$ cat config.mk
export PLATFORM = sky130hd
export DESIGN_NAME = direct_dac_pixel_assembler
export DESIGN_NICKNAME = d
export VERILOG_FILES = /design/src/hw/pixel_asm_pkg.sv /design/src/hw/pair_packer.sv /design/src/hw/direct_dac_pixel_assembler.sv
export SDC_FILE = /design/constraint.sdc
export NUM_CORES = 1
export LEC_CHECK = 0
export BUFFER_PORTS_ARGS = -buffer_cell sky130_fd_sc_hd__buf_2
export CAP_MARGIN = 5
export CORE_ASPECT_RATIO = 1.4
export CORE_MARGIN = 3
export CORE_UTILIZATION = 45
export CTS_BUF_LIST = sky130_fd_sc_hd__clkbuf_2 sky130_fd_sc_hd__clkbuf_4 sky130_fd_sc_hd__clkbuf_8
export CTS_CLUSTER_SIZE = 12
export DETAILED_ROUTE_END_ITERATION = 8
export PLACE_DENSITY = 0.66
export SYNTH_ARGS = -nofsm -noshare
export SYNTH_HDL_FRONTEND = slang
export SYNTH_HIERARCHICAL = 1
export SYNTH_SLANG_ARGS = --single-unit
$ cat constraint.sdc
create_clock -name mclk -period 2.33 [get_ports mclk]
set_input_delay 0.466 -clock mclk [delete_from_list [all_inputs] [get_ports mclk]]
set_output_delay 0.466 -clock mclk [all_outputs]
set_load 0.005 [all_outputs]
$ cat src/hw/pixel_asm_pkg.sv
/*
 Shared constants and carrier types for the direct-colour pixel assembler.
 Assumes a single synchronous clock domain; no software registers.
*/
package pixel_asm_pkg;
	localparam int SUB_W = 4;
	localparam int PIX_W = 16;
	localparam int WORD_W = 32;
	// Video type codes chosen by the controlling side
	localparam logic [1:0] VT_NORMAL = 2'h0;
	localparam logic [1:0] VT_EXT_PAL = 2'h1;
	localparam logic [1:0] VT_DAC12 = 2'h2;
	localparam logic [1:0] VT_DAC16 = 2'h3;
	localparam logic [1:0] SUBS_12 = 2'h2;
	localparam logic [1:0] SUBS_16 = 2'h3;
	localparam logic [1:0] SKIP_12 = 2'h2;
	localparam int RED_LSB = 0;
	localparam int GRN_LSB = 4;
	localparam int BLU_LSB = 8;
	localparam int R5_BIT = 12;
	localparam int G5_BIT = 13;
	localparam int B5_BIT = 14;
	localparam int INT_BIT = 15;
	localparam logic [15:0] PIX_RST = 16'h0000;
	localparam logic [31:0] WORD_RST = 32'h0000_0000;

	typedef struct packed {
		logic valid;
		logic line_start;
		logic [3:0] nib;
	} sub_in_t;

	typedef struct packed {
		logic [4:0] red;
		logic [4:0] grn;
		logic [4:0] blu;
	} rgb5_t;
endpackage

$ cat src/hw/pair_packer.sv
/*
 Packs two consecutive 16-bit pixels into one 32-bit word, first pixel low.
 Assumes pixel strobes are one-cycle pulses; a line start drops an odd half.
*/
`timescale 1ns/1ps
`default_nettype none
module pair_packer (
	input wire logic mclk,
	input wire logic sys_rst,
	input wire logic line_start,
	input wire logic pix_valid,
	input wire logic [15:0] pix,
	output logic word_valid,
	output logic [31:0] word
);
	logic half;
	logic [15:0] low;

	always_ff @(posedge mclk or posedge sys_rst) begin
		if (sys_rst) begin
			half <= 1'b0;
			low <= pixel_asm_pkg::PIX_RST;
			word_valid <= 1'b0;
			word <= pixel_asm_pkg::WORD_RST;
		end else begin
			word_valid <= 1'b0;
			// Pixel strobe lags its line by a cycle: pair it before a restart
			if (pix_valid) begin
				if (half) begin
					word <= {pix, low};
					word_valid <= 1'b1;
				end else begin
					low <= pix;
				end
			end
			if (line_start) begin
				half <= 1'b0;
			end else if (pix_valid) begin
				half <= ~half;
			end
		end
	end
endmodule
`default_nettype wire

$ cat src/hw/direct_dac_pixel_assembler.sv
/*
 Assembles 4-bit sub-pixels into 12 or 16 bpp direct-colour pixels for a DAC.
 Assumes one clock at the sub-pixel rate and a line-start strobe on the
 first sub-pixel of each active line.
*/
`timescale 1ns/1ps
`default_nettype none
// Function
// - In 12 bpp mode three consecutive sub-pixels make one output pixel.
// - In 12 bpp mode the first two sub-pixels of each line are dropped.
// - After the dropped pair, 12 bpp groups arrive as red, green, blue.
// - A 12 bpp word holds blue in 11:8, green in 7:4 and red in 3:0.
// - In 16 bpp mode four sub-pixels make one pixel with nothing dropped.
// - The top nibble of a 16 bpp pixel is intensity, blue5, green5, red5.
// - The intensity bit extends all three colours' fifth bit together.
// - The low twelve bits of a 16 bpp pixel follow the 12 bpp layout.
// - A 16 bpp pixel is two bytes, so two pixels fill one 32-bit word.
module direct_dac_pixel_assembler (
	input wire logic mclk,
	input wire logic sys_rst,
	input wire logic [1:0] video_type,
	input wire pixel_asm_pkg::sub_in_t sub_in,
	output logic pix_valid,
	output logic [15:0] pix,
	output pixel_asm_pkg::rgb5_t dac_rgb,
	output logic word_valid,
	output logic [31:0] word
);
	typedef enum logic [2:0] {
		ST_SKIP = 3'b001,
		ST_GROUP = 3'b010,
		ST_IDLE = 3'b100
	} asm_state_t;

	asm_state_t state;
	logic [1:0] skip_cnt;
	logic [1:0] sub_idx;
	logic [15:0] acc;
	logic is12;
	logic is16;
	logic [1:0] last_idx;
	logic [15:0] next_acc;
	logic fire;
	logic [15:0] formed;

	assign is12 = (video_type == pixel_asm_pkg::VT_DAC12);
	assign is16 = (video_type == pixel_asm_pkg::VT_DAC16);
	assign last_idx = is12 ? pixel_asm_pkg::SUBS_12 : pixel_asm_pkg::SUBS_16;

	// Sub-pixel idx places nibble: 12 bpp R,G,B; 16 bpp top nibble first
	always_comb begin
		next_acc = acc;
		if (is12) begin
			unique case (sub_idx)
				2'd0: next_acc[3:0] = sub_in.nib;
				2'd1: next_acc[7:4] = sub_in.nib;
				default: next_acc[11:8] = sub_in.nib;
			endcase
			next_acc[15:12] = 4'h0;
		end else begin
			unique case (sub_idx)
				2'd0: next_acc[15:12] = sub_in.nib;
				2'd1: next_acc[3:0] = sub_in.nib;
				2'd2: next_acc[7:4] = sub_in.nib;
				default: next_acc[11:8] = sub_in.nib;
			endcase
		end
	end

	// Controller asserts line_start on first live sub-pixel of the line
	wire logic take = sub_in.valid && (is12 || is16);
	wire logic in_skip = sub_in.line_start ? is12 : (state == ST_SKIP);
	wire logic [1:0] idx_now = sub_in.line_start ? 2'd0 : sub_idx;

	always_comb begin
		fire = take && !in_skip && (idx_now == last_idx);
		formed = next_acc;
	end

	always_ff @(posedge mclk or posedge sys_rst) begin
		if (sys_rst) begin
			state <= ST_IDLE;
			skip_cnt <= 2'd0;
			sub_idx <= 2'd0;
			acc <= pixel_asm_pkg::PIX_RST;
		end else if (!(is12 || is16)) begin
			state <= ST_IDLE;
			sub_idx <= 2'd0;
		end else if (take) begin
			if (sub_in.line_start) begin
				sub_idx <= 2'd0;
				if (is12) begin
					state <= ST_SKIP;
					skip_cnt <= 2'd1;
				end else begin
					state <= ST_GROUP;
					sub_idx <= 2'd1;
					acc <= {sub_in.nib, 12'h000};
				end
			end else if (state == ST_SKIP) begin
				// Second discarded sub-pixel ends the skip
				if (skip_cnt == pixel_asm_pkg::SKIP_12 - 2'd1) begin
					state <= ST_GROUP;
				end
				skip_cnt <= skip_cnt + 2'd1;
			end else if (state == ST_GROUP) begin
				acc <= next_acc;
				sub_idx <= (sub_idx == last_idx) ? 2'd0 : sub_idx + 2'd1;
			end
		end
	end

	// Line start in 16 bpp mode is itself sub-pixel 0 of the first group
	always_ff @(posedge mclk or posedge sys_rst) begin
		if (sys_rst) begin
			pix_valid <= 1'b0;
			pix <= pixel_asm_pkg::PIX_RST;
			dac_rgb <= '0;
		end else begin
			pix_valid <= fire && (state == ST_GROUP) && !sub_in.line_start;
			if (fire && (state == ST_GROUP) && !sub_in.line_start) begin
				pix <= formed;
				dac_rgb.red <= {formed[15] | formed[12], formed[3:0]};
				dac_rgb.grn <= {formed[15] | formed[13], formed[7:4]};
				dac_rgb.blu <= {formed[15] | formed[14], formed[11:8]};
			end
		end
	end

	// Only 16 bpp pixels are paired into frame-buffer words
	pair_packer u_pack (
		.mclk(mclk),
		.sys_rst(sys_rst),
		.line_start(sub_in.line_start && sub_in.valid),
		.pix_valid(pix_valid && is16),
		.pix(pix),
		.word_valid(word_valid),
		.word(word)
	);

	property p_skip12;
		@(posedge mclk) disable iff (sys_rst)
		(sub_in.valid && sub_in.line_start && is12) |=> !pix_valid [*2];
	endproperty
	a_skip12: assert property (p_skip12) else $error("12 bpp line start not skipped");

	property p_top12;
		@(posedge mclk) disable iff (sys_rst)
		(pix_valid && is12 && $stable(video_type)) |-> pix[15:12] == 4'h0;
	endproperty
	a_top12: assert property (p_top12) else $error("12 bpp pixel top nibble set");

	property p_int;
		@(posedge mclk) disable iff (sys_rst)
		(pix_valid && pix[15]) |-> (dac_rgb.red[4] && dac_rgb.grn[4] && dac_rgb.blu[4]);
	endproperty
	a_int: assert property (p_int) else $error("Intensity not on all fifth bits");

	property p_gap12;
		@(posedge mclk) disable iff (sys_rst)
		(pix_valid && is12 && $stable(video_type)) |=> !pix_valid [*2];
	endproperty
	a_gap12: assert property (p_gap12) else $error("12 bpp pixels closer than three");

	property p_gap16;
		@(posedge mclk) disable iff (sys_rst)
		(pix_valid && is16 && $stable(video_type)) |=> !pix_valid [*3];
	endproperty
	a_gap16: assert property (p_gap16) else $error("16 bpp pixels closer than four");

	property p_dac_low;
		@(posedge mclk) disable iff (sys_rst)
		pix_valid |-> (dac_rgb.red[3:0] == pix[3:0] && dac_rgb.grn[3:0] == pix[7:4]
			&& dac_rgb.blu[3:0] == pix[11:8]);
	endproperty
	a_dac_low: assert property (p_dac_low) else $error("Low colour bits misplaced");

	property p_fifth;
		@(posedge mclk) disable iff (sys_rst)
		pix_valid |-> (dac_rgb.red[4] == (pix[15] | pix[12])
			&& dac_rgb.grn[4] == (pix[15] | pix[13])
			&& dac_rgb.blu[4] == (pix[15] | pix[14]));
	endproperty
	a_fifth: assert property (p_fifth) else $error("Fifth colour bit wrong");

	property p_word;
		@(posedge mclk) disable iff (sys_rst)
		word_valid |-> ($past(pix_valid) && word[31:16] == $past(pix));
	endproperty
	a_word: assert property (p_word) else $error("Word high half not last pixel");

	property p_word16;
		@(posedge mclk) disable iff (sys_rst)
		word_valid |-> $past(is16);
	endproperty
	a_word16: assert property (p_word16) else $error("Word packed outside 16 bpp");

	property p_idle;
		@(posedge mclk) disable iff (sys_rst)
		!(is12 || is16) |=> !pix_valid;
	endproperty
	a_idle: assert property (p_idle) else $error("Pixel formed in palette mode");

	property p_start12;
		@(posedge mclk) disable iff (sys_rst)
		(sub_in.valid && sub_in.line_start && is12) |=> (state == ST_SKIP && sub_idx == 2'd0);
	endproperty
	a_start12: assert property (p_start12) else $error("12 bpp line start not restarted");

	property p_start16;
		@(posedge mclk) disable iff (sys_rst)
		(sub_in.valid && sub_in.line_start && is16) |=> (state == ST_GROUP && sub_idx == 2'd1);
	endproperty
	a_start16: assert property (p_start16) else $error("16 bpp line start not restarted");

	property p_top16;
		@(posedge mclk) disable iff (sys_rst)
		(take && is16 && sub_in.line_start) |=> acc[15:12] == $past(sub_in.nib);
	endproperty
	a_top16: assert property (p_top16) else $error("Top nibble not first sub-pixel");
endmodule
`default_nettype wire

Yosys cells after proc, flatten, opt, wreduce, memory -nomap -nowiden
Index checks and enable logic that the tools add are counted.

storage, ports and cells
  input bits = 10
  output and inout bits = 65
  register bits = 105
  logic and storage cells = 93

cells by class
  equal/unequal tests = 17
  multiplexer cells = 35
  add/sub/neg operators = 2
  reduce and logical (&&, ||, !) cells = 22
  bitwise operators = 4

operators by type and width
  kind                                                    count
  2-to-1 mux 16 bit                                       5
  2-to-1 mux 4 bit                                        7
  2-to-1 mux 2 bit                                        11
  2-to-1 mux 3 bit                                        5
  inequality test 3 x 2 -> 1 bit (second input constant)  3
  logical AND 1 bit                                       7
  2-to-1 mux 1 bit                                        7
  == test 2 bit (second input constant)                   3
  inequality test 2 bit (second input constant)           3
  AND reduction 3 bit                                     2
  nonzero test 2 bit                                      3
  AND reduction 5 bit                                     1
  adder 2 x 1 -> 2 bit (second input constant)            2
  == test 2 x 1 -> 1 bit (second input constant)          2
  == test 2 bit                                           2
  AND reduction 2 bit                                     2
  AND reduction 4 bit                                     1
  == test 3 x 1 -> 1 bit (second input constant)          1
  == test 3 x 2 -> 1 bit (second input constant)          1
  inequality test 3 bit (second input constant)           1
  OR 1 bit                                                3
  OR reduction 3 bit                                      1
  zero test 1 bit                                         2
  zero test 2 bit                                         1
  other kinds (4)                                         4

Longest topological paths before layout
  depth in word-level cells = 9
  mapped depth = 7
  gate-level depth less buffers = 6

By module
The synthesis kept the hierarchy.

modules (own cells, without submodules)
  module                      instances  cells an instance  area each (sq um)
  direct_dac_pixel_assembler  1          184                2334.7
  pair_packer                 1          109                1929.4

Worst setup path before layout
Ideal clock, no wire load.

  kind = flip-flop to flip-flop
  from = reg sub_idx[0]
  to = reg pix[10]
  required time = 2.205 ns
  arrival = 1.876 ns
  clock period less this slack = 2.002 ns
  slack = 0.328 ns
  stages on the path, launching flop included = 8
  library setup time = 0.125 ns
  path through = dfrtp_1 inv_1 ha_1 clkbuf_1 nor2_1 mux2i_4 mux2_1 mux2_4

between the ends
  cells in the longest elaborated chain, start to end = 5
  elaborated cells on any way between the ends = 13
  classes of those cells = 3 x eq/ne; 4 x mux; 6 x reduce/logical

ends and longest elaborated chain
  item                                                                       line                               text
  start, declared                                                            direct_dac_pixel_assembler.sv:37   logic [1:0] sub_idx;
  start signal, assigned                                                     direct_dac_pixel_assembler.sv:108  sub_idx <= (sub_idx == last_idx) ? 2'd0 : sub_idx + 2'd1;
  parallel branches: the longest is 5 deep, another holds 2-to-1 mux 16 bit  n/a
  end signal, assigned                                                       direct_dac_pixel_assembler.sv:117  pix <= pixel_asm_pkg::PIX_RST;
  end signal, assigned                                                       direct_dac_pixel_assembler.sv:122  pix <= formed;
  end, declared                                                              direct_dac_pixel_assembler.sv:24   output logic [15:0] pix,

Several ways; the timed one is not identified.
A chain may end at the register's enable or synchronous reset.

Final worst setup path
  from = reg sub_idx[0]
  to = reg pix[8]

Same word-level chain as after synthesis.

==> reports/results.ini <==
[outcome]
result_of_the_run = completed

[global_route]
grt_first_pass_wirelength_mm = 13.10
grt_max_degree = 51
gr-usage-all-layers = 0.1592
first_global_vias = 2533
grt_antenna_before_repair = 0
grt_overflow_total = 0

[clocking]
h-tree-depth = 3
max_root_sink_buffers = 2
cts_setup_buffers = 0
cts-buffers-inserted = 9
ctsResizeCount = 0
clock_latency_ns = 0.35
clock-sinks = 93
clkSlewWorstSetupHoldPaths_ns = 0.08
clock_tree.root_cell = sky130_fd_sc_hd__clkbuf_8
cts_hold_repair.buffers = 0
tritoncts = done

[logic_synthesis]
synth_ff_type = sky130_fd_sc_hd__dfrtp_1
postSynth.asyncResetShare = 1.000
mappedNetlistArea_um2 = 4264
yosys_register_bits = 93
syn-mean-instance-area_um2 = 14.55
synthDominantAreaCellType = sky130_fd_sc_hd__dfrtp_1
post_synth_main_area_contributors = sky130_fd_sc_hd__dfrtp_1 (54%), sky130_fd_sc_hd__mux2_2 (12%), sky130_fd_sc_hd__mux2_4 (10%)
number_of_enable_type_register_cells_in_the_synthesized_netlist = 0
yosys.cell_count.top_type = sky130_fd_sc_hd__dfrtp_1
synthesized_netlist_cell_count = 293
ys.warnings.count = 6
yosys.area.top_type_share = 0.5399
synthDistinctLibCells = 46
syn-num-nets = 308
synth.cells.most_frequent = sky130_fd_sc_hd__dfrtp_1 (92), sky130_fd_sc_hd__mux2_2 (44), sky130_fd_sc_hd__mux2_4 (29)
sequential_fraction_of_the_synthesis_area = 0.5461

[detailed_routing]
vias = 2494
route.detailed.wl_per_inst_um = 16.78
routed_wl_mm = 7.918
detail-route-antenna-nets = 0
post-route-drc-count = 0
drt-vias-per-instance = 5.284
drt_first_pass_iters = 4
detailedRoute.firstIterationViolations = 91

[timing]
period_share = 0.8947
worst_slew_pin_slew_ns = 0.6171
report.final.setup_viol = 0
fmax_mhz = 479.7
setup_repair_after_global_routing_missed_its_margin = no
final.min_clock_period_ns = 2.085
finClkSkew_ns = 0.006103
hold_viol = 0
tightest_slew_margin_relative_to_the_limit = 0.5886
fin_setup_tns_ns = 0
report.final.slew_viol_count = 0

[worst_setup_path]
max_stage_delay_ns = 0.42
crit_path_max_fanout = 8
cpMaxStageDelayCell = sky130_fd_sc_hd__dfrtp_1
critical-path-top-delay-family = multiplexers
critical_path_arrival_ns = 2.33
cp_num_buf_inv = 1
crit_chain = inv_1 > ha_1 > nor2_1 > mux2i_4 > mux2_1 > mux2_4
endpoint_kind = flip-flop
critical_path.startpoint_type = flip-flop
cp.required_ns = 2.57
timing.setup.critical_path_class = reg2reg

[place]
io_buffer_count = 74
place.detailed.instances = 457
detailed_place_hpwl_mm = 5.720
place.gp.congestion = 0.7475

[cells_and_area]
post_route_cells_drive_above_1_share = 0.5178
nNetsFinal = 376
final_layout_fill_cell_count = 801
antenna_cells = 0
area_growth_pct = 12.71
final_cell_count_no_fill = 472
finalCoreUtilization = 0.5263
final-seq-area_um2 = 2328
total_area_of_multi_input_combinational_cells_um2 = 1687

[die]
floorplan.core_area_um2 = 9131
floorplan.die.height_um = 121.2
ioPinCount = 75
floorplan.initialDensity = 0.4670
design.die.area_um2 = 10700
die_width_um = 88.27
fp-row-count = 41

[power_and_ir_drop]
pwr_density_cell_nw_per_um2 = 593.7
static-leakage-power_nw = 2.680
vdd_ir_drop_max_mv = 0.2530

[run]
max_cap_viol_count = 0

[worst_hold_path]
hold_crit_path_type = in2async

[state kept, by name (all words and copies together) (netlist names)]
name,count
dac_rgb,3
sub_idx,2
state,3
acc,16
u_pack/low,16
pix,16
pix_valid,1
skip_cnt,2
u_pack/half,1
u_pack/word,32
u_pack/word_valid,1
[stage by stage]
| step | setup WS, ns | cell area (µm²) | hold WS (ns) | power (W) |
|---|---|---|---|---|
| 2_1_floorplan | 0.3284 | 4264 | 0.4513 | 0.001815 |
| 3_3_place_gp | 0.3010 | 4622 | 0.4764 | 0.001869 |
| 3_5_place_dp | 0.2574 | 4622 | 0.4772 | 0.001875 |
| 4_1_cts | 0.2482 | 4806 | 0.2818 | 0.002897 |
| 5_1_grt | 0.1389 | 4806 | 0.3005 | 0.002992 |
| 6_report | 0.2455 | 4806 | 0.2612 | 0.002853 |
[per-layer routing]
metal	wire (µm)	up-vias	part of all wire	GRT usage
met5	0	-	0	0
met4	133	0	0.017	0.07467
met3	264	10	0.033	0.01834
met2	4140	50	0.52	0.2645
met1	3380	1273	0.43	0.2046
li1	-	1161	-	-
[layout by cell type, fill, tap and decap left out, drive strengths merged, types with 3 or more instances in the layout]
cell     n
buf     81
nand2   10
clkbuf  10
a21oi    5
clkinv   3
dfrtp   92
o21ai    9
nor2     8
a22o    15
ha       5
inv     10
mux2i    6
mux2    81
[power breakdown]
part	leakage [nW]	switching (W)	internal [W]
combinational	1.31	0.000111	0.0000687
sequential	1.28	0.0000210	0.00164
clock	0.0953	0.000517	0.000496
total	2.68	0.000649	0.00220
[final cells by class]
type	count	area share
Sequential cell	93	0.4845
Multi-Input combinational cell	166	0.3510
Timing Repair Buffer	81	0.09060
Tap cell	107	0.02786
Clock buffer	10	0.02734
Clock inverter	5	0.01093
Inverter	10	0.007810
[path summary, 6_finish.rpt]
kind,start,cells past startpoint,slack (ns),to
setup / recovery,sub_idx[0],6,0.25,pix[8]
hold / removal,sys_rst,3,0.26,pix[7]
setup reg to reg,sub_idx[0],6,0.25,pix[8]
hold reg to reg,state[2],2,0.49,state[2]
max in group asynchronous,sys_rst,3,1.64,u_pack/word[14]
min in group mclk,video_type[1],2,0.37,state[2]
[worst reg2reg max path, cell delays in order (launching register included)]
cell and delay, ns:
sky130_fd_sc_hd__dfrtp_1 0.42, sky130_fd_sc_hd__inv_1 0.14, sky130_fd_sc_hd__ha_1 0.38, sky130_fd_sc_hd__nor2_1 0.14, sky130_fd_sc_hd__mux2i_4 0.27, sky130_fd_sc_hd__mux2_1 0.37, sky130_fd_sc_hd__mux2_4 0.26
[logic make-up (layout without fill, tap and decap cells)]
| kind of cell | Yosys count | after routing | share of synthesized area |
|---|---|---|---|
| compound gates | 41 | 41 | 0.07512 |
| xor+xnor | 2 | 2 | 0.004109 |
| mux | 87 | 87 | 0.2573 |
| fa+ha+maj | 5 | 5 | 0.01467 |
| simple gates | 31 | 31 | 0.04431 |
| buf+inv | 34 | 106 | 0.05839 |
| flops | 93 | 93 | 0.5461 |
Power figures use the tool's default switching activity.
